===== src/hw/arb_pkg.sv =====
// Operation
// input current is a two's-complement field in bits 15:1, one step is 2 mA.
// input current is positive from supply pin to mid-rail node and negative the other way.
// input current saturates at codes 7830h (negative end) and 7D0h (positive end).
// battery current is a two's-complement field in bits 15:2, one step is 4 mA.
// battery current is positive while charging and negative while discharging.
// battery current reads zero whenever charge enable is low.
// a polarity change during a battery current conversion aborts it and the field reads 2000h.
// battery current is only zero or positive in forward mode and only zero or negative on battery alone.
// battery current clamps at codes 38ADh (negative end) and 3E8h (positive end).
// input voltage is unsigned in bits 14:2, 3.97 mV steps, clamped high at 11B6h, zero after reset.
// mid-rail voltage is unsigned in bits 14:2, 3.97 mV steps, clamped high at 11B6h, zero after reset.
// battery and system voltage are unsigned in bits 12:1, 1.99 mV steps, clamped at AF0h, zero after reset.
// both current results read zero after reset until a conversion updates them.
// results hold the latest measurement and are never cleared by the converter.
// a channel is converted only while its channel-off bit is 0.
// reserved bits read zero and host writes to the results have no effect.
package arb_pkg;
    // byte offsets of the result words, low byte first
    localparam logic [7:0] ARB_IIN_OFS = 8'h28;
    localparam logic [7:0] ARB_IBAT_OFS = 8'h2a;
    localparam logic [7:0] ARB_VIN_OFS = 8'h2c;
    localparam logic [7:0] ARB_VMID_OFS = 8'h2e;
    localparam logic [7:0] ARB_VBAT_OFS = 8'h30;
    localparam logic [7:0] ARB_VSYS_OFS = 8'h32;
    localparam logic [7:0] ARB_TS_OFS = 8'h34;
    localparam int ARB_NUM_REGS = 7;
    localparam logic [15:0] ARB_RESET_WORD = 16'h0000;

    // channel codes, equal to the word index from the first offset
    typedef logic [2:0] arb_chan_t;
    localparam arb_chan_t ARB_CH_IIN = 3'h0;
    localparam arb_chan_t ARB_CH_IBAT = 3'h1;
    localparam arb_chan_t ARB_CH_VIN = 3'h2;
    localparam arb_chan_t ARB_CH_VMID = 3'h3;
    localparam arb_chan_t ARB_CH_VBAT = 3'h4;
    localparam arb_chan_t ARB_CH_VSYS = 3'h5;
    localparam arb_chan_t ARB_CH_TS = 3'h6;

    // field positions and widths
    localparam int ARB_IIN_LSB = 1;
    localparam int ARB_IIN_W = 15;
    localparam int ARB_IBAT_LSB = 2;
    localparam int ARB_IBAT_W = 14;
    localparam int ARB_VIN_LSB = 2;
    localparam int ARB_VIN_W = 13;
    localparam int ARB_VBAT_LSB = 1;
    localparam int ARB_VBAT_W = 12;
    localparam int ARB_TS_LSB = 0;
    localparam int ARB_TS_W = 12;

    // clamp codes
    localparam logic [14:0] ARB_IIN_NEG_END = 15'h7830;
    localparam logic [14:0] ARB_IIN_POS_END = 15'h07d0;
    localparam logic [13:0] ARB_IBAT_NEG_END = 14'h38ad;
    localparam logic [13:0] ARB_IBAT_POS_END = 14'h03e8;
    localparam logic [13:0] ARB_IBAT_ABORT = 14'h2000;
    localparam logic [12:0] ARB_VIN_MAX = 13'h11b6;
    localparam logic [11:0] ARB_VBAT_MAX = 12'haf0;
    localparam logic [11:0] ARB_TS_MAX = 12'h3ff;

    // channel-off bit positions in the disable byte
    localparam int ARB_OFF_IIN = 7;
    localparam int ARB_OFF_IBAT = 6;
    localparam int ARB_OFF_VIN = 5;
    localparam int ARB_OFF_VBAT = 4;
    localparam int ARB_OFF_VSYS = 3;
    localparam int ARB_OFF_TS = 2;
    localparam int ARB_OFF_VMID = 0;

    localparam int ARB_RAW_W = 18;
    localparam logic [3:0] ARB_BITS_PER_BYTE = 4'h8;
endpackage : arb_pkg


===== src/hw/arb_meas_if.sv =====
`timescale 1ns/1ns
`default_nettype none
// one conversion result on its way to clamping
interface arb_meas_if;
    import arb_pkg::*;
    logic valid;
    arb_chan_t chan;
    logic abort;
    logic signed [ARB_RAW_W-1:0] raw;
    logic signed [ARB_RAW_W-1:0] lo;
    logic signed [ARB_RAW_W-1:0] hi;
    logic q_valid;
    arb_chan_t q_chan;
    logic q_abort;
    logic signed [ARB_RAW_W-1:0] q_field;
    modport src (output valid, chan, abort, raw, lo, hi, input q_valid, q_chan, q_abort, q_field);
    modport clamp (input valid, chan, abort, raw, lo, hi, output q_valid, q_chan, q_abort, q_field);
endinterface : arb_meas_if
`default_nettype wire


===== src/hw/arb_clamp.sv =====
`timescale 1ns/1ns
`default_nettype none
module arb_clamp
    import arb_pkg::*;
(
    input wire logic mclk,
    input wire logic rst,
    arb_meas_if.clamp m
);
    // saturate the raw code between the channel limits, one stage deep
    always_ff @(posedge mclk or posedge rst) begin
        if (rst) begin
            m.q_valid <= 1'b0;
            m.q_chan <= ARB_CH_IIN;
            m.q_abort <= 1'b0;
            m.q_field <= '0;
        end else begin
            m.q_valid <= m.valid;
            m.q_chan <= m.chan;
            m.q_abort <= m.abort;
            if (m.raw < m.lo) begin
                m.q_field <= m.lo;
            end else if (m.raw > m.hi) begin
                m.q_field <= m.hi;
            end else begin
                m.q_field <= m.raw;
            end
        end
    end
endmodule : arb_clamp
`default_nettype wire


===== src/hw/arb_result_bank.sv =====
`timescale 1ns/1ns
`default_nettype none
module arb_result_bank
    import arb_pkg::*;
#(
    parameter logic [6:0] DEV_ADDR = 7'h2a // arbitrary bus address
) (
    input wire logic mclk,
    input wire logic rst,
    input wire logic scl_in,
    input wire logic sda_in,
    output logic sda_out,
    output logic sda_oe_n,
    input wire logic conv_valid,
    input wire logic [2:0] conv_chan,
    input wire logic signed [17:0] conv_value,
    input wire logic conv_abort,
    input wire logic charge_enable,
    input wire logic forward_mode,
    input wire logic [7:0] channel_off
);
    typedef enum {
        ARB_ST_IDLE,
        ARB_ST_ADDR,
        ARB_ST_AACK,
        ARB_ST_PTR,
        ARB_ST_PACK,
        ARB_ST_WR,
        ARB_ST_WACK,
        ARB_ST_RD,
        ARB_ST_RACK
    } arb_state_e;

    arb_meas_if m ();

    logic [15:0] res_r [ARB_NUM_REGS];
    logic scl_m_r;
    logic scl_s_r;
    logic scl_q_r;
    logic sda_m_r;
    logic sda_s_r;
    logic sda_q_r;
    logic scl_rise;
    logic scl_fall;
    logic bus_start;
    logic bus_stop;
    arb_state_e st_r;
    logic [3:0] bit_cnt_r;
    logic [7:0] shift_r;
    logic [7:0] ptr_r;
    logic [7:0] tx_r;
    logic rw_r;
    logic acked_r;
    logic oe_n_r;
    logic load_byte;
    logic [7:0] byte_out;
    logic [15:0] cur_word;
    logic [15:0] hold_r;
    logic [7:0] hold_ptr_r;

    // is the channel's disable bit set
    function automatic logic chan_is_off(input arb_chan_t ch, input logic [7:0] off);
        logic r;
        r = 1'b1;
        unique case (ch)
            ARB_CH_IIN: r = off[ARB_OFF_IIN];
            ARB_CH_IBAT: r = off[ARB_OFF_IBAT];
            ARB_CH_VIN: r = off[ARB_OFF_VIN];
            ARB_CH_VMID: r = off[ARB_OFF_VMID];
            ARB_CH_VBAT: r = off[ARB_OFF_VBAT];
            ARB_CH_VSYS: r = off[ARB_OFF_VSYS];
            ARB_CH_TS: r = off[ARB_OFF_TS];
            default: r = 1'b1;
        endcase
        return r;
    endfunction : chan_is_off

    // put a clamped field at its position, reserved bits zero
    function automatic logic [15:0] place(input arb_chan_t ch, input logic [ARB_RAW_W-1:0] f, input logic ab);
        logic [15:0] w;
        w = ARB_RESET_WORD;
        unique case (ch)
            ARB_CH_IIN: w = 16'(f[ARB_IIN_W-1:0]) << ARB_IIN_LSB;
            ARB_CH_IBAT: begin
                if (ab) begin
                    w = 16'(ARB_IBAT_ABORT) << ARB_IBAT_LSB;
                end else begin
                    w = 16'(f[ARB_IBAT_W-1:0]) << ARB_IBAT_LSB;
                end
            end
            ARB_CH_VIN, ARB_CH_VMID: w = 16'(f[ARB_VIN_W-1:0]) << ARB_VIN_LSB;
            ARB_CH_VBAT, ARB_CH_VSYS: w = 16'(f[ARB_VBAT_W-1:0]) << ARB_VBAT_LSB;
            ARB_CH_TS: w = 16'(f[ARB_TS_W-1:0]) << ARB_TS_LSB;
            default: w = ARB_RESET_WORD;
        endcase
        return w;
    endfunction : place

    // word at a byte address, zero outside the bank
    function automatic logic [15:0] word_at(input logic [7:0] a);
        logic [7:0] rel;
        logic [15:0] w;
        rel = a - ARB_IIN_OFS;
        w = ARB_RESET_WORD;
        if (a >= ARB_IIN_OFS && a <= ARB_TS_OFS + 8'h01) begin
            w = res_r[rel[3:1]];
        end
        return w;
    endfunction : word_at

    // limits per channel; sign limits follow the power mode
    always_comb begin
        m.valid = conv_valid & ~chan_is_off(conv_chan, channel_off);
        m.chan = conv_chan;
        m.abort = conv_abort & (conv_chan == ARB_CH_IBAT);
        m.raw = conv_value;
        m.lo = '0;
        m.hi = '0;
        unique case (conv_chan)
            ARB_CH_IIN: begin
                m.lo = ARB_RAW_W'(signed'(ARB_IIN_NEG_END));
                m.hi = ARB_RAW_W'(signed'(ARB_IIN_POS_END));
            end
            ARB_CH_IBAT: begin
                if (forward_mode) begin
                    m.lo = '0;
                    m.hi = ARB_RAW_W'(signed'(ARB_IBAT_POS_END));
                end else begin
                    m.lo = ARB_RAW_W'(signed'(ARB_IBAT_NEG_END));
                    m.hi = '0;
                end
            end
            ARB_CH_VIN, ARB_CH_VMID: m.hi = ARB_RAW_W'(ARB_VIN_MAX);
            ARB_CH_VBAT, ARB_CH_VSYS: m.hi = ARB_RAW_W'(ARB_VBAT_MAX);
            ARB_CH_TS: m.hi = ARB_RAW_W'(ARB_TS_MAX);
            default: m.valid = 1'b0;
        endcase
    end

    arb_clamp u_clamp (
        .mclk(mclk),
        .rst(rst),
        .m(m.clamp)
    );

    // result words: zero at reset, then the latest value, or zero for battery current while charge enable is low
    always_ff @(posedge mclk or posedge rst) begin
        if (rst) begin
            for (int i = 0; i < ARB_NUM_REGS; i++) begin
                res_r[i] <= ARB_RESET_WORD;
            end
        end else begin
            if (m.q_valid) begin
                res_r[m.q_chan] <= place(m.q_chan, m.q_field, m.q_abort);
            end
            if (!charge_enable) begin
                res_r[ARB_CH_IBAT] <= ARB_RESET_WORD;
            end
        end
    end

    // two-stage synchronisers, then one more stage for edges
    always_ff @(posedge mclk or posedge rst) begin
        if (rst) begin
            scl_m_r <= 1'b1;
            scl_s_r <= 1'b1;
            scl_q_r <= 1'b1;
            sda_m_r <= 1'b1;
            sda_s_r <= 1'b1;
            sda_q_r <= 1'b1;
        end else begin
            scl_m_r <= scl_in;
            scl_s_r <= scl_m_r;
            scl_q_r <= scl_s_r;
            sda_m_r <= sda_in;
            sda_s_r <= sda_m_r;
            sda_q_r <= sda_s_r;
        end
    end

    // bus conditions
    assign scl_rise = scl_s_r & ~scl_q_r;
    assign scl_fall = ~scl_s_r & scl_q_r;
    assign bus_start = scl_s_r & scl_q_r & sda_q_r & ~sda_s_r;
    assign bus_stop = scl_s_r & scl_q_r & ~sda_q_r & sda_s_r;

    // next read byte: high byte from the snapshot taken with its low byte
    assign load_byte = scl_fall & (((st_r == ARB_ST_AACK) & rw_r) | ((st_r == ARB_ST_RACK) & acked_r));
    always_comb begin
        cur_word = word_at(ptr_r);
        byte_out = cur_word[15:8];
        if (!ptr_r[0]) begin
            byte_out = cur_word[7:0];
        end else if (hold_ptr_r == {ptr_r[7:1], 1'b0}) begin
            byte_out = hold_r[15:8];
        end
    end

    // snapshot a word when its low byte goes out, so the pair never tears
    always_ff @(posedge mclk or posedge rst) begin
        if (rst) begin
            hold_r <= ARB_RESET_WORD;
            hold_ptr_r <= 8'hff;
        end else if (bus_start) begin
            hold_ptr_r <= 8'hff; // a new transfer never reuses an old snapshot
        end else if (load_byte) begin
            if (!ptr_r[0]) begin
                hold_r <= word_at(ptr_r);
                hold_ptr_r <= ptr_r;
            end else begin
                hold_ptr_r <= 8'hff;
            end
        end
    end

    // serial slave: address, pointer, ignored writes, auto-incrementing reads
    always_ff @(posedge mclk or posedge rst) begin
        if (rst) begin
            st_r <= ARB_ST_IDLE;
            bit_cnt_r <= 4'h0;
            shift_r <= 8'h00;
            ptr_r <= 8'h00;
            tx_r <= 8'h00;
            rw_r <= 1'b0;
            acked_r <= 1'b0;
            oe_n_r <= 1'b1;
        end else if (bus_start) begin
            st_r <= ARB_ST_ADDR;
            bit_cnt_r <= 4'h0;
            oe_n_r <= 1'b1;
        end else if (bus_stop) begin
            st_r <= ARB_ST_IDLE;
            oe_n_r <= 1'b1;
        end else begin
            unique case (st_r)
                ARB_ST_IDLE: oe_n_r <= 1'b1;
                ARB_ST_ADDR, ARB_ST_PTR, ARB_ST_WR: begin
                    if (scl_rise) begin
                        shift_r <= {shift_r[6:0], sda_s_r};
                        bit_cnt_r <= bit_cnt_r + 4'h1;
                    end else if (scl_fall && bit_cnt_r == ARB_BITS_PER_BYTE) begin
                        bit_cnt_r <= 4'h0;
                        if (st_r == ARB_ST_ADDR) begin
                            if (shift_r[7:1] == DEV_ADDR) begin
                                rw_r <= shift_r[0];
                                oe_n_r <= 1'b0;
                                st_r <= ARB_ST_AACK;
                            end else begin
                                st_r <= ARB_ST_IDLE;
                            end
                        end else if (st_r == ARB_ST_PTR) begin
                            ptr_r <= shift_r;
                            oe_n_r <= 1'b0;
                            st_r <= ARB_ST_PACK;
                        end else begin
                            ptr_r <= ptr_r + 8'h01; // data dropped
                            oe_n_r <= 1'b0;
                            st_r <= ARB_ST_WACK;
                        end
                    end
                end
                ARB_ST_AACK: begin
                    if (scl_fall) begin
                        bit_cnt_r <= 4'h0;
                        if (rw_r) begin
                            tx_r <= byte_out;
                            oe_n_r <= byte_out[7];
                            st_r <= ARB_ST_RD;
                        end else begin
                            oe_n_r <= 1'b1;
                            st_r <= ARB_ST_PTR;
                        end
                    end
                end
                ARB_ST_PACK, ARB_ST_WACK: begin
                    if (scl_fall) begin
                        oe_n_r <= 1'b1;
                        bit_cnt_r <= 4'h0;
                        st_r <= ARB_ST_WR;
                    end
                end
                ARB_ST_RD: begin
                    if (scl_rise) begin
                        bit_cnt_r <= bit_cnt_r + 4'h1;
                    end else if (scl_fall) begin
                        if (bit_cnt_r == ARB_BITS_PER_BYTE) begin
                            oe_n_r <= 1'b1;
                            ptr_r <= ptr_r + 8'h01;
                            st_r <= ARB_ST_RACK;
                        end else begin
                            tx_r <= {tx_r[6:0], 1'b0};
                            oe_n_r <= tx_r[6];
                        end
                    end
                end
                ARB_ST_RACK: begin
                    if (scl_rise) begin
                        acked_r <= ~sda_s_r;
                    end else if (scl_fall) begin
                        bit_cnt_r <= 4'h0;
                        if (acked_r) begin
                            tx_r <= byte_out;
                            oe_n_r <= byte_out[7];
                            st_r <= ARB_ST_RD;
                        end else begin
                            st_r <= ARB_ST_IDLE;
                        end
                    end
                end
            endcase
        end
    end

    // open-drain data pin: only ever pulls low
    assign sda_out = 1'b0;
    assign sda_oe_n = oe_n_r;
endmodule : arb_result_bank
`default_nettype wire


===== config.mk =====
export PLATFORM = sky130hd
export DESIGN_NAME = arb_result_bank
export DESIGN_NICKNAME = d
export VERILOG_FILES = /design/src/hw/arb_pkg.sv /design/src/hw/arb_meas_if.sv /design/src/hw/arb_clamp.sv /design/src/hw/arb_result_bank.sv
export SDC_FILE = /design/constraint.sdc
export NUM_CORES = 1
export LEC_CHECK = 0
export ABC_AREA = 1
export BUFFER_PORTS_ARGS = -buffer_cell sky130_fd_sc_hd__buf_2
export CORE_ASPECT_RATIO = 0.7
export CORE_MARGIN = 3
export CORE_UTILIZATION = 60
export DETAILED_ROUTE_END_ITERATION = 6
export GPL_TIMING_DRIVEN = 0
export PLACE_DENSITY = 0.78
export SYNTH_ARGS = -nofsm -noshare
export SYNTH_HDL_FRONTEND = slang
export SYNTH_SLANG_ARGS = --single-unit

===== constraint.sdc =====
create_clock -name mclk -period 7.22 [get_ports mclk]
set_input_delay 1.444 -clock mclk [delete_from_list [all_inputs] [get_ports mclk]]
set_output_delay 1.444 -clock mclk [all_outputs]
set_load 0.005 [all_outputs]

## Word level (Yosys, flattened, before mapping)

Index checks and enable logic that the tools add are counted.

- Mux-type cells: 83
- Equality and inequality tests: 55
- Magnitude comparators: 7
- Bitwise operators: 24
- Add/subtract/negate cells: 3
- Reductions and logical operators: 28

Operators with widths:

| cell | count |
|---|---|
| 32-bit two-way mux | 12 |
| 32-bit by 3-bit == test with 1-bit output, second input constant | 6 |
| 32-bit one-hot mux with 5 select lines | 1 |
| 112-bit bitwise mux | 1 |
| 16-bit two-way mux | 7 |
| 32-bit by 2-bit == test with 1-bit output, second input constant | 3 |
| 8-bit two-way mux | 12 |
| 96-bit two-way mux | 1 |
| 16-bit one-hot mux with 5 select lines | 1 |
| 13-bit one-hot mux with 5 select lines | 1 |
| 7-bit two-way mux | 8 |
| 16-bit binary-select mux with 3-bit select | 1 |
| 16-bit demux with 3-bit select | 1 |
| 4-bit != test, second input constant | 11 |
| 18-bit one-hot mux with 2 select lines | 1 |
| 32-bit by 1-bit == test with 1-bit output, second input constant | 1 |
| 32-bit by 4-bit == test with 1-bit output, second input constant | 1 |
| 32-bit by 5-bit == test with 1-bit output, second input constant | 1 |
| 32-bit zero test | 1 |
| 15-bit two-way mux | 2 |
| 4-bit two-way mux | 7 |
| 2-bit != test, second input constant | 13 |
| 7-bit one-hot mux with 3 select lines | 1 |
| 10-bit AND reduction | 2 |
| 46 further kinds | 104 |

- Bits of input ports: 37
- Bits in registers: 224
- Output and inout bits: 2
- Word-level logic and storage cells: 227

## Depth between registers and ports, before layout

Gate-level depths: netlist (run 1).

- Depth after elaboration: 14
- Gate-level depth with buffers: 20
- Depth with buffers taken out: 20

## Cells and area by module

Synthesis (run 1) repeated with hierarchy kept, for this count alone.

- Cell total of the unflattened synthesis: 1441
- Area total of the unflattened synthesis: 10791.6 sq um

By module, submodules not included:

| module | cells an instance | sequential area each (sq um) | area each (sq um) | times used |
|---|---|---|---|---|
| arb_result_bank | 1127 | 4222.8 | 8653.3 | 1 |
| arb_clamp | 314 | 575.6 | 2138.3 | 1 |

## Worst setup path after synthesis (run 1)

Ideal clock, no wire load.

- Path kind: input -> register
- From: in conv_chan[0]
- To: reg u_clamp.m.q_field[11]
- Path slack: 3.809 ns
- Path buffers: 1
- Stages on the path: 19
- Library setup time: 0.066 ns
- Arrival time: 3.344 ns
- Path through: inv_1 nand3_1 nand2_1 inv_1 nand2_1 inv_1 nand2_1 inv_1 ha_1 nand2_1 nor2_1 nor3b_2 nand3_1 nand3_2 nand2_2 buf_2 nand2_1 nand3_1 nand2_1

- Word-level cells in the longest chain between the ends: 6
- Elaborated cells between the ends (all ways): 15
- Those cells by class: order compare: 2; eq/ne: 6; mux: 4; reduce/logical: 3

Ends and longest elaborated chain:

| element | line | source |
|---|---|---|
| from (decl) | arb_result_bank.sv:15 | `input wire logic [2:0] conv_chan,` |
| 3-bit == test / 3-bit by 2-bit == test with 1-bit output (equally long branches) | arb_result_bank.sv:119 | `unique case (conv_chan)` |
| 2-bit OR reduction | - |  |
| 13-bit one-hot mux with 5 select lines | arb_result_bank.sv:119 |  |
| 18-bit by 14-bit greater-than comparator with 1-bit output | arb_clamp.sv:23 | `end else if (m.raw > m.hi) begin` |
| 15-bit two-way mux | arb_clamp.sv:23 |  |
| 15-bit two-way mux * | arb_clamp.sv:21 | `if (m.raw < m.lo) begin` |
| to (signal assigned) | arb_clamp.sv:22 | `m.q_field <= m.lo;` |
| to (signal assigned) | arb_clamp.sv:24 | `m.q_field <= m.hi;` |
| to (signal assigned) | arb_clamp.sv:26 | `m.q_field <= m.raw;` |
| to (decl) | arb_meas_if.sv:17 | `modport clamp (input valid, chan, abort, raw, lo, hi, output q_valid, q_chan, q_abort, q_field);` |

Mark *: on every way between the ends. The rest lies on a longest branch, timed or not.
A chain may end at the register's enable or synchronous reset.

## Worst setup path after layout (run 1)

- From: in conv_chan[0]
- To: reg u_clamp.m.q_field[13]

Same word-level chain as after synthesis.

==> impl_metrics.env, run 1 <==
export IMPL_cts_sinks=188
export IMPL_yosysWarnings=0
export IMPL_post_cts_buffers=0
export IMPL_place_area_um2=10800
export IMPL_fillers=1401
export IMPL_holdWs_ns=0.361
export IMPL_grt_max_degree=104
export IMPL_synth_area_leader_cell="dfrtp_1"
export IMPL_skew_ns=0.0114
export IMPL_synth_top_flop_cell="dfrtp_1"
export IMPL_grt_pass1_vias=8643
export IMPL_crit_family="simple AND/OR/NAND/NOR gates"
export IMPL_multiInputGateArea_um2=4750
export IMPL_design_area_um2=11400
export IMPL_cp_required_ns=7.52
export IMPL_drc_errors=0
export IMPL_crit_slowest_cell="nor2_1"
export IMPL_seq_area_um2=4720
export IMPL_cp_cell_sequence="buf_2 > inv_1 > nand2_1 > inv_1 > nor2_1 > ha_1 > a21oi_1 > o21ai_0 > a21oi_1 > nand3_1 > nand2_1 > nand2_2 > nand2_1 > o21ai_0"
export IMPL_hold_buffers=0
export IMPL_first_pass_iters=6
export IMPL_pwr_density_cell_nw_per_um2=259
export IMPL_io_buffer_count=35
export IMPL_fin_crit_ns=3.74
export IMPL_io_pins=39
export IMPL_max_freq_mhz=267
export IMPL_end_kind="flip-flop"
export IMPL_rows=39
export IMPL_synth_edf_count=0
export IMPL_synth_nets=1375
export IMPL_ctsResizeCount=0
export IMPL_synth_seq_cells=188
export IMPL_layout_drive_gt1_share_pct=13.8
export IMPL_hpwl_um=20200
export IMPL_finalCritPeriodShare_pct=51.8
export IMPL_ys_types=56
export IMPL_die_w_um=163
export IMPL_wl_per_cell_um=17.2
export IMPL_diodes=0
export IMPL_antenna_found_initial=0
export IMPL_cts_buffers=17
export IMPL_wirelength_um=27600
export IMPL_gr_total_overflow=0
export IMPL_critPathKind="in2reg"
export IMPL_maxSlewViolCount=0
export IMPL_rsz0062_at_grt="false"
export IMPL_die_area_um2=18800
export IMPL_status="completed"
export IMPL_nets=1430
export IMPL_critPathMaxStageDelay_ns=0.59
export IMPL_cts_tree="done"
export IMPL_synthCells=1307
export IMPL_vdd_drop_max_v=0.000193
export IMPL_syn_avg_cell_area_um2=7.89
export IMPL_min_path_type="reg2reg"
export IMPL_crit_fanout=9
export IMPL_synthArstFlopShare_pct=100
export IMPL_vias_per_cell=5.75
export IMPL_cts_root_buf="clkbuf_16"
export IMPL_cp_arrival_ns=4.04
export IMPL_max_slew_margin_pct=43.0
export IMPL_p_leak_nw=5.67
export IMPL_synth_area_um2=10300
export IMPL_initial_core_util_pct=62.1
export IMPL_hold_viol=0
export IMPL_clkSlewWorstSetupHoldPaths_ns=0.07
export IMPL_netlist_top_cells_area="dfrtp_1 42%, nand2_1 13%, inv_1 5.6%, o21ai_0 5.5%, nor2_1 4.0%"
export IMPL_start_kind="input port"
export IMPL_clock_latency_ns=0.44
export IMPL_setup_viol=0
export IMPL_ant_nets=0
export IMPL_synth_top_area_share_pct=42.0
export IMPL_critPathBufInv=3
export IMPL_fin_tns_setup_ns=0
export IMPL_gp_congestion=0.949
export IMPL_ctsHtreeMaxLevel=4
export IMPL_via_count=9198
export IMPL_ys_seq_area_share_pct=45.8
export IMPL_track_usage_pct=30.6
export IMPL_grt_pass1_wl_um=45000
export IMPL_area_growth_pct=10.2
export IMPL_core_area_um2=16600
export IMPL_cap_violations=0
export IMPL_cpMostUsedCell="nand2_1"
export IMPL_cts_buffer_depth=2
export IMPL_drt_iter0_drc=897
export IMPL_worstMarginPinSlew_ns=0.856
export IMPL_die_y_um=116
worst paths after layout:
check	end	from	depth (start not counted)	slack, ns
max in group asynchronous	hold_ptr_r[3]	rst	3	5.23
setup reg to reg	tx_r[4]	ptr_r[0]	15	4.45
min in group asynchronous	res_r[99]	rst	2	1.07
hold reg to reg	sda_s_r	sda_m_r	0	0.36
setup / recovery	u_clamp.m.q_field[13]	conv_chan[0]	14	3.48
hold / removal	sda_s_r	sda_m_r	0	0.36
flip-flops by register name (all words and copies together) (netlist names):
register           flops
scl_m_r                1
scl_s_r                1
res_r                112
acked_r                1
bit_cnt_r              4
ptr_r                  8
shift_r                8
sda_oe_n               1
u_clamp.m.q_field     15
sda_s_r                1
hold_r                 8
st_r                   4
scl_q_r                1
u_clamp.m.q_valid      1
sda_m_r                1
u_clamp.m.q_chan       3
hold_ptr_r             8
u_clamp.m.q_abort      1
tx_r                   7
sda_q_r                1
rw_r                   1
metrics by stage:
stage	setup WS (ns)	std cells	power (mW)	utilization, %
after CTS	3.54	1600	2.93	68.5
after global routing	3.15	1600	3.10	68.5
final	3.48	1600	2.94	68.5
after floorplan	0.687	1307	1.85	-
after detailed placement	3.09	1568	2.04	65.1
after global placement	-1.22	1567	2.02	64.9
area by class of cell:
cell class	instances	area share (%)
Sequential cell	188	41.6
Timing Repair Buffer	36	1.78
Clock buffer	17	3.74
Tap cell	225	2.48
Clock inverter	15	1.18
Multi-Input combinational cell	911	41.8
Inverter	166	5.57
Buffer	42	1.84
worst register-to-register path, cell delays in order, from the launching register on:
cell      delay, ns
dfrtp_1        0.50
inv_1          0.21
clkbuf_1       0.56
ha_1           0.27
inv_1          0.04
nand2_1        0.05
nand2_1        0.07
a21oi_4        0.33
inv_1          0.10
nor2_1         0.20
nand2_1        0.09
nand2_1        0.06
nand2_1        0.06
nand2_1        0.07
nand2_1        0.05
nand2_1        0.05
kinds of logic (layout without fill, tap and decap cells):
| family | count (synthesis) | in the layout | share of synthesized area, % |
|---|---|---|---|
| flip-flops | 188 | 188 | 45.8 |
| other | 1 | 1 | 0.0364 |
| multiplexers | 8 | 8 | 0.801 |
| adder cells (fa/ha/maj) | 31 | 31 | 3.76 |
| AO/OA/AOI/OAI | 258 | 258 | 15.5 |
| AND/OR/NAND/NOR | 608 | 608 | 25.5 |
| XOR/XNOR | 5 | 5 | 0.425 |
| buffers and inverters | 208 | 276 | 8.10 |
power by group:
part | leakage [nW] | switching, mW | internal, mW
clock network | 0.259 | 0.447 | 0.453
registers | 2.50 | 0.116 | 1.22
logic | 2.92 | 0.462 | 0.245
total | 5.67 | 1.02 | 1.91
layout by cell type, fill, tap and decap left out, drive strengths merged, types with 15 or more instances in the layout:
cell / Yosys / final
a21oi: 53 / 53
buf: 23 / 59
clkbuf: 19 / 36
dfrtp: 173 / 173
dfstp: 15 / 15
ha: 31 / 31
inv: 166 / 172
nand2: 383 / 383
nand3: 79 / 79
nor2: 127 / 127
o211ai: 17 / 17
o21ai: 148 / 148
o221ai: 19 / 19
cells in the mapped netlist (3+ instances only):
master,instances
nor2_2,8
inv_1,153
clkbuf_1,19
o21ai_1,17
o211ai_1,16
nand3_1,75
nor2_4,6
o221ai_1,17
o21ai_2,17
o21ai_0,113
buf_2,17
nor2_8,3
dfrtp_1,173
dfstp_2,15
ha_1,31
a21oi_1,50
a22oi_1,3
nand4_1,8
o22ai_1,7
nor2_1,110
nand3_2,3
nor3_1,3
mux2i_1,6
inv_2,12
xor2_1,4
nand2_1,368
buf_6,3
nand2_2,13
layer usage:
| layer | track usage (%) | part of all wire [%] |
|---|---|---|
| met5 | 0 | 0 |
| met4 | 8.62 | 1.6 |
| met3 | 6.97 | 10 |
| met2 | 43.7 | 42 |
| met1 | 47.0 | 46 |
Power figures use the tool's default switching activity.
==> run 2: changes to the inputs <==
CORE_UTILIZATION = 56   (was 60)
PLACE_DENSITY = 0.76   (was 0.78)
clock period = 3.39 ns   (was 7.22 ns; I/O delays follow)
==> run 2 against run 1 <==
Register-to-register slack worse by 3.8 ns. Cell count is 0.56% higher. Cell area is 0.61% higher. Utilization is 3.6 points lower. Via count is 1.4% higher. Sequential cell count stayed put. Critical path depth is 2 higher. Clock power is 120% higher. Highest routed layer unchanged. Total power is 120% higher. Die area is 6.8% higher. Largest cell class unchanged. Sequential power is 110% higher.
==> impl_metrics.env, run 2 (synthesized netlist as in run 1, its figures left out) <==
export IMPL_status="completed"
export IMPL_clock_latency_ns=0.44
export IMPL_pwr_density_cell_nw_per_um2=554
export IMPL_wl_per_cell_um=17.6
export IMPL_seqPwrFrac_pct=44.8
export IMPL_cts_buffer_depth=2
export IMPL_diodes=0
export IMPL_cts_buffers=17
export IMPL_ant_nets=0
export IMPL_maxSlewViolCount=0
export IMPL_ctsResizeCount=0
export IMPL_gp_congestion=0.916
export IMPL_power_switching_mw=2.23
export IMPL_largest_register="res_r"
export IMPL_vias_per_cell=5.80
export IMPL_io_buffer_count=35
export IMPL_critPathKind="in2reg"
export IMPL_antenna_found_initial=0
export IMPL_die_y_um=120
export IMPL_power_internal_mw=4.10
export IMPL_rows=40
export IMPL_instances_no_fill=1609
export IMPL_die_w_um=168
export IMPL_worstMarginPinSlew_ns=1.01
export IMPL_initial_core_util_pct=58.5
export IMPL_cts_sinks=188
export IMPL_cp_arrival_ns=3.33
export IMPL_first_pass_iters=6
export IMPL_p_leak_nw=5.71
export IMPL_grt_pass1_wl_um=45800
export IMPL_core_area_um2=17600
export IMPL_vdd_drop_max_v=0.000380
export IMPL_p_comb_share_pct=23.9
export IMPL_clkSlewWorstSetupHoldPaths_ns=0.08
export IMPL_total_power_mw=6.33
export IMPL_min_path_type="in2reg"
export IMPL_wirelength_um=28400
export IMPL_post_cts_buffers=0
export IMPL_drt_iter0_drc=1119
export IMPL_end_kind="flip-flop"
export IMPL_via_count=9326
export IMPL_finalCritPeriodShare_pct=89.0
export IMPL_drc_errors=0
export IMPL_gr_total_overflow=0
export IMPL_die_area_um2=20100
export IMPL_max_slew_margin_pct=32.4
export IMPL_setup_viol=0
export IMPL_max_freq_mhz=331
export IMPL_cts_tree="done"
export IMPL_cts_root_buf="clkbuf_16"
export IMPL_fin_crit_ns=3.02
export IMPL_layout_drive_gt1_share_pct=14.0
export IMPL_hold_buffers=0
export IMPL_area_growth_pct=10.9
export IMPL_dpl_cell_count=1577
export IMPL_io_pins=39
export IMPL_final_common_cell="nand2_1"
export IMPL_track_usage_pct=28.9
export IMPL_fillers=1517
export IMPL_hpwl_um=21000
export IMPL_nets=1433
export IMPL_holdWs_ns=0.343
export IMPL_skew_ns=0.0117
export IMPL_top_regs="res_r (112), u_clamp.m.q_field (15)"
export IMPL_crit_fanout=9
export IMPL_layout_common_cells="368 x nand2_1, 173 x dfrtp_1, 152 x inv_1, 113 x o21ai_0, 110 x nor2_1"
export IMPL_start_kind="input port"
export IMPL_largest_register_ffs=112
export IMPL_p_clk_share_pct=31.3
export IMPL_grt_max_degree=44
export IMPL_cp_required_ns=3.70
export IMPL_power_share_switching_pct=35.2
export IMPL_multiInputGateArea_um2=4750
export IMPL_fin_tns_setup_ns=0
export IMPL_hold_viol=0
export IMPL_ctsHtreeMaxLevel=4
export IMPL_grt_pass1_vias=8490
export IMPL_rsz0062_at_grt="false"
export IMPL_seq_area_um2=4720
export IMPL_cap_violations=0
[run 2: power groups by stage]
stage | clock, mW | combinational, mW | sequential [mW]
detailed placement | 0 | 1.49 | 2.86
global placement | 0 | 1.43 | 2.86
CTS | 1.99 | 1.50 | 2.83
floorplan | 0 | 1.14 | 2.80
global route | 2.08 | 1.71 | 2.88
finish | 1.98 | 1.51 | 2.84
[run 2: metal layers]
layer | global-route usage, % | share of wire, %
met2 | 39.1 | 40
met5 | 0 | 0
met3 | 6.35 | 11
met1 | 46.8 | 48
met4 | 6.34 | 1.3
[run 2: worst paths after layout]
kind / startpoint / endpoint / slack (ns) / cells after the start
setup / recovery: conv_chan[0] / u_clamp.m.q_field[13] / 0.37 / 16
hold reg to reg: sda_m_r / sda_s_r / 0.36 / 0
hold / removal: scl_in / scl_m_r / 0.34 / 1
setup reg to reg: ptr_r[0] / tx_r[4] / 0.62 / 15
min in group asynchronous: rst / res_r[105] / 0.37 / 2
max in group asynchronous: rst / hold_ptr_r[4] / 1.99 / 4
[run 2: metrics by stage]
stage / setup slack (ns) / cell area, um^2 / utilization [%]
final: 0.372 / 11400 / 64.9
after global routing: 0.135 / 11400 / 64.9
after CTS: 0.445 / 11400 / 64.9
after detailed placement: 0.00463 / 10900 / 61.6
after global placement: -0.849 / 10800 / 61.2
after floorplan: 0.304 / 10300 / -
[run 2: layout make-up]
class / count / share of cell area, %
clock buffer: 17 / 3.72
sequential: 188 / 41.3
timing repair buffer: 39 / 2.23
clock inverter: 15 / 1.28
tap: 231 / 2.53
inverter: 166 / 5.51
buffer: 42 / 1.83
multi-input combinational: 911 / 41.6
[run 2: critical path, cell delays in order]
cell and delay (ns):
buf_2 0.13, inv_1 0.10, nand2_1 0.13, inv_1 0.14, nor2_1 0.59, ha_1 0.37
nand2_1 0.06, inv_1 0.04, nor2_1 0.08, o21ai_0 0.10, a21oi_1 0.25, nand3_1 0.14
nand2_1 0.09, nand2_2 0.13, nand2_1 0.18, o21ai_0 0.11
==> run 3: changes to the inputs <==
CORE_UTILIZATION = 57   (was 56)
PLACE_DENSITY = 0.77   (was 0.76)
SLEW_MARGIN = 20   (was not set)
SYNTH_HIERARCHICAL = 1   (was not set)
==> run 3 against run 2 <==
First-iteration DRC count up 30%. Total power rose by 24%. Utilization increased by 0.84 points. Register-to-register slack better by 0.08 ns. Clock power about the same. Synthesized area up 3.2%. Sequential share of layout area fell by 1.7 points. Largest cell class unchanged.
==> impl_metrics.env, run 3 <==
export IMPL_status="completed"
export IMPL_track_usage_pct=30.6
export IMPL_top_regs="res_r (112), u_clamp/m.q_field (15)"
export IMPL_worstMarginPinSlew_ns=0.993
export IMPL_gr_total_overflow=0
export IMPL_largest_register_ffs=112
export IMPL_design_area_um2=11900
export IMPL_skew_ns=0.0109
export IMPL_largest_register="res_r"
export IMPL_wirelength_um=30500
export IMPL_layout_drive_gt1_share_pct=11.1
export IMPL_cts_buffers=17
export IMPL_clkSlewWorstSetupHoldPaths_ns=0.07
export IMPL_p_leak_nw=6.01
export IMPL_grt_pass1_vias=9175
export IMPL_critPathKind="in2reg"
export IMPL_wl_per_cell_um=17.5
export IMPL_core_area_um2=18200
export IMPL_grt_pass1_wl_um=48900
export IMPL_crit_slowest_cell="ha_1"
export IMPL_critPathMaxStageDelay_ns=0.30
export IMPL_finalCritPeriodShare_pct=92.9
export IMPL_max_freq_mhz=318
export IMPL_place_area_um2=11300
export IMPL_syn_avg_cell_area_um2=7.49
export IMPL_io_buffer_count=36
export IMPL_antenna_found_initial=0
export IMPL_drt_iter0_drc=1451
export IMPL_hold_viol=0
export IMPL_layout_common_cells="376 x nand2_1, 197 x inv_1, 173 x dfrtp_1, 159 x o21ai_0, 117 x nor2_1"
export IMPL_rows=41
export IMPL_cap_violations=0
export IMPL_cts_root_buf="clkbuf_16"
export IMPL_cp_required_ns=3.72
export IMPL_setup_viol=0
export IMPL_cts_sinks=188
export IMPL_vias_per_cell=5.72
export IMPL_nets=1577
export IMPL_area_growth_pct=12.2
export IMPL_crit_fanout=9
export IMPL_via_count=10000
export IMPL_pwr_density_cell_nw_per_um2=659
export IMPL_finalCoreUtilization_pct=65.7
export IMPL_final_common_cell="nand2_1"
export IMPL_end_kind="flip-flop"
export IMPL_cpMostUsedCell="inv_1"
export IMPL_cts_buffer_depth=2
export IMPL_fillers=1559
export IMPL_min_path_type="in2async"
export IMPL_yosysWarnings=6
export IMPL_synthCells=1420
export IMPL_hpwl_um=22400
export IMPL_die_y_um=120
export IMPL_maxSlewViolCount=0
export IMPL_max_slew_margin_pct=33.8
export IMPL_cp_cell_sequence="buf_2 > inv_1 > nand2_1 > nor2_1 > inv_1 > nor2_4 > nor2_1 > inv_2 > buf_6 > inv_1 > ha_1 > a21oi_1 > o21ai_0 > a21oi_2 > nand4_1 > nand2_4 > inv_4 > buf_6 > nand3_1 > nand2_1"
export IMPL_ant_nets=0
export IMPL_clock_latency_ns=0.44
export IMPL_grt_max_degree=32
export IMPL_diodes=0
export IMPL_ctsHtreeMaxLevel=4
export IMPL_vdd_drop_max_v=0.000569
export IMPL_initial_core_util_pct=58.6
export IMPL_fin_crit_ns=3.15
export IMPL_gp_congestion=0.917
export IMPL_drc_errors=0
export IMPL_worst_r2r_path_depth=15
export IMPL_die_w_um=169
export IMPL_cts_tree="done"
export IMPL_first_pass_iters=5
export IMPL_rsz0062_at_grt="false"
export IMPL_die_area_um2=20400
export IMPL_io_pins=39
export IMPL_synth_area_um2=10600
export IMPL_start_kind="input port"
export IMPL_cp_arrival_ns=3.47
-- run 3: cell types whose count changed in the layout (fill, tap and decap cells not counted), moves of 9 or more --
| cell | change |
|---|---|
| o21ai_0 | +46 |
| inv_1 | +45 |
| o22ai_1 | +22 |
| nand4_1 | +19 |
| o221ai_1 | -17 |
| conb_1 | +15 |
| o21ai_2 | -15 |
| a21oi_1 | +9 |
| clkbuf_1 | +9 |
| ha_1 | +9 |
-- run 3: repair_timing --
item,4_1_cts,5_1_grt
hold buffers,0,0
pin swaps,0,2
buffers inserted,1,2
resized for setup,4,6
setup endpoints to repair,15,15
-- run 3: critical path, delay by kind of cell --
| family | cells | cell delay, ns |
|---|---|---|
| buffers and inverters | 8 | 0.98 |
| and+or+nand+nor | 8 | 0.94 |
| AOI/OAI and AO/OA | 3 | 0.55 |
| adders and majority gates | 1 | 0.30 |
-- run 3: final timing paths --
check	start	to	slack [ns]
max	conv_chan[1]	u_clamp/m.q_field[7]	0.24
min	rst	res_r[61]	0.23
max reg2reg	ptr_r[1]	sda_oe_n	0.70
min reg2reg	sda_m_r	sda_s_r	0.36
max in group asynchronous	rst	sda_m_r	2.17
min in group mclk	sda_in	sda_m_r	0.33
-- run 3: routing by layer --
layer | track usage [%] | vias to the layer above | wire length [um]
li1 | - | 4735 | -
met1 | 48.0 | 4698 | 14300
met5 | 0 | - | 0
met2 | 40.2 | 502 | 12000
met3 | 9.35 | 67 | 3530
met4 | 8.89 | 0 | 698
-- run 3: area by class of cell --
| class | count | area [um^2] | share of cell area (%) |
|---|---|---|---|
| tap | 236 | 295 | 2.47 |
| clock inverter | 15 | 154 | 1.29 |
| buffer | 53 | 262 | 2.19 |
| clock buffer | 17 | 425 | 3.57 |
| timing repair buffer | 45 | 334 | 2.80 |
| sequential | 188 | 4720 | 39.6 |
| multi-input combinational | 986 | 4950 | 41.5 |
| inverter | 208 | 790 | 6.62 |
-- run 3: report_power, final --
part / internal, mW / switching, mW / total (mW)
clock network: 1.04 / 0.958 / 2.00
logic: 0.889 / 2.01 / 2.90
registers: 2.66 / 0.306 / 2.97
total: 4.59 / 3.27 / 7.86
-- run 3: through the flow --
| step | TNS (ns) | total power [mW] | worst slack, ns | instances | hold WS, ns |
|---|---|---|---|---|---|
| floorplan | 0 | 4.84 | 0.236 | 1435 | 0.345 |
| global route | 0 | 8.28 | 0.0395 | 1748 | 0.231 |
| global placement | -82.11 | 5.63 | -0.940 | 1707 | 0.346 |
| CTS | 0 | 7.73 | 0.0117 | 1746 | 0.225 |
| finish | 0 | 7.86 | 0.242 | 1748 | 0.230 |
| detailed placement | -13.78 | 5.72 | -1.00 | 1713 | 0.347 |
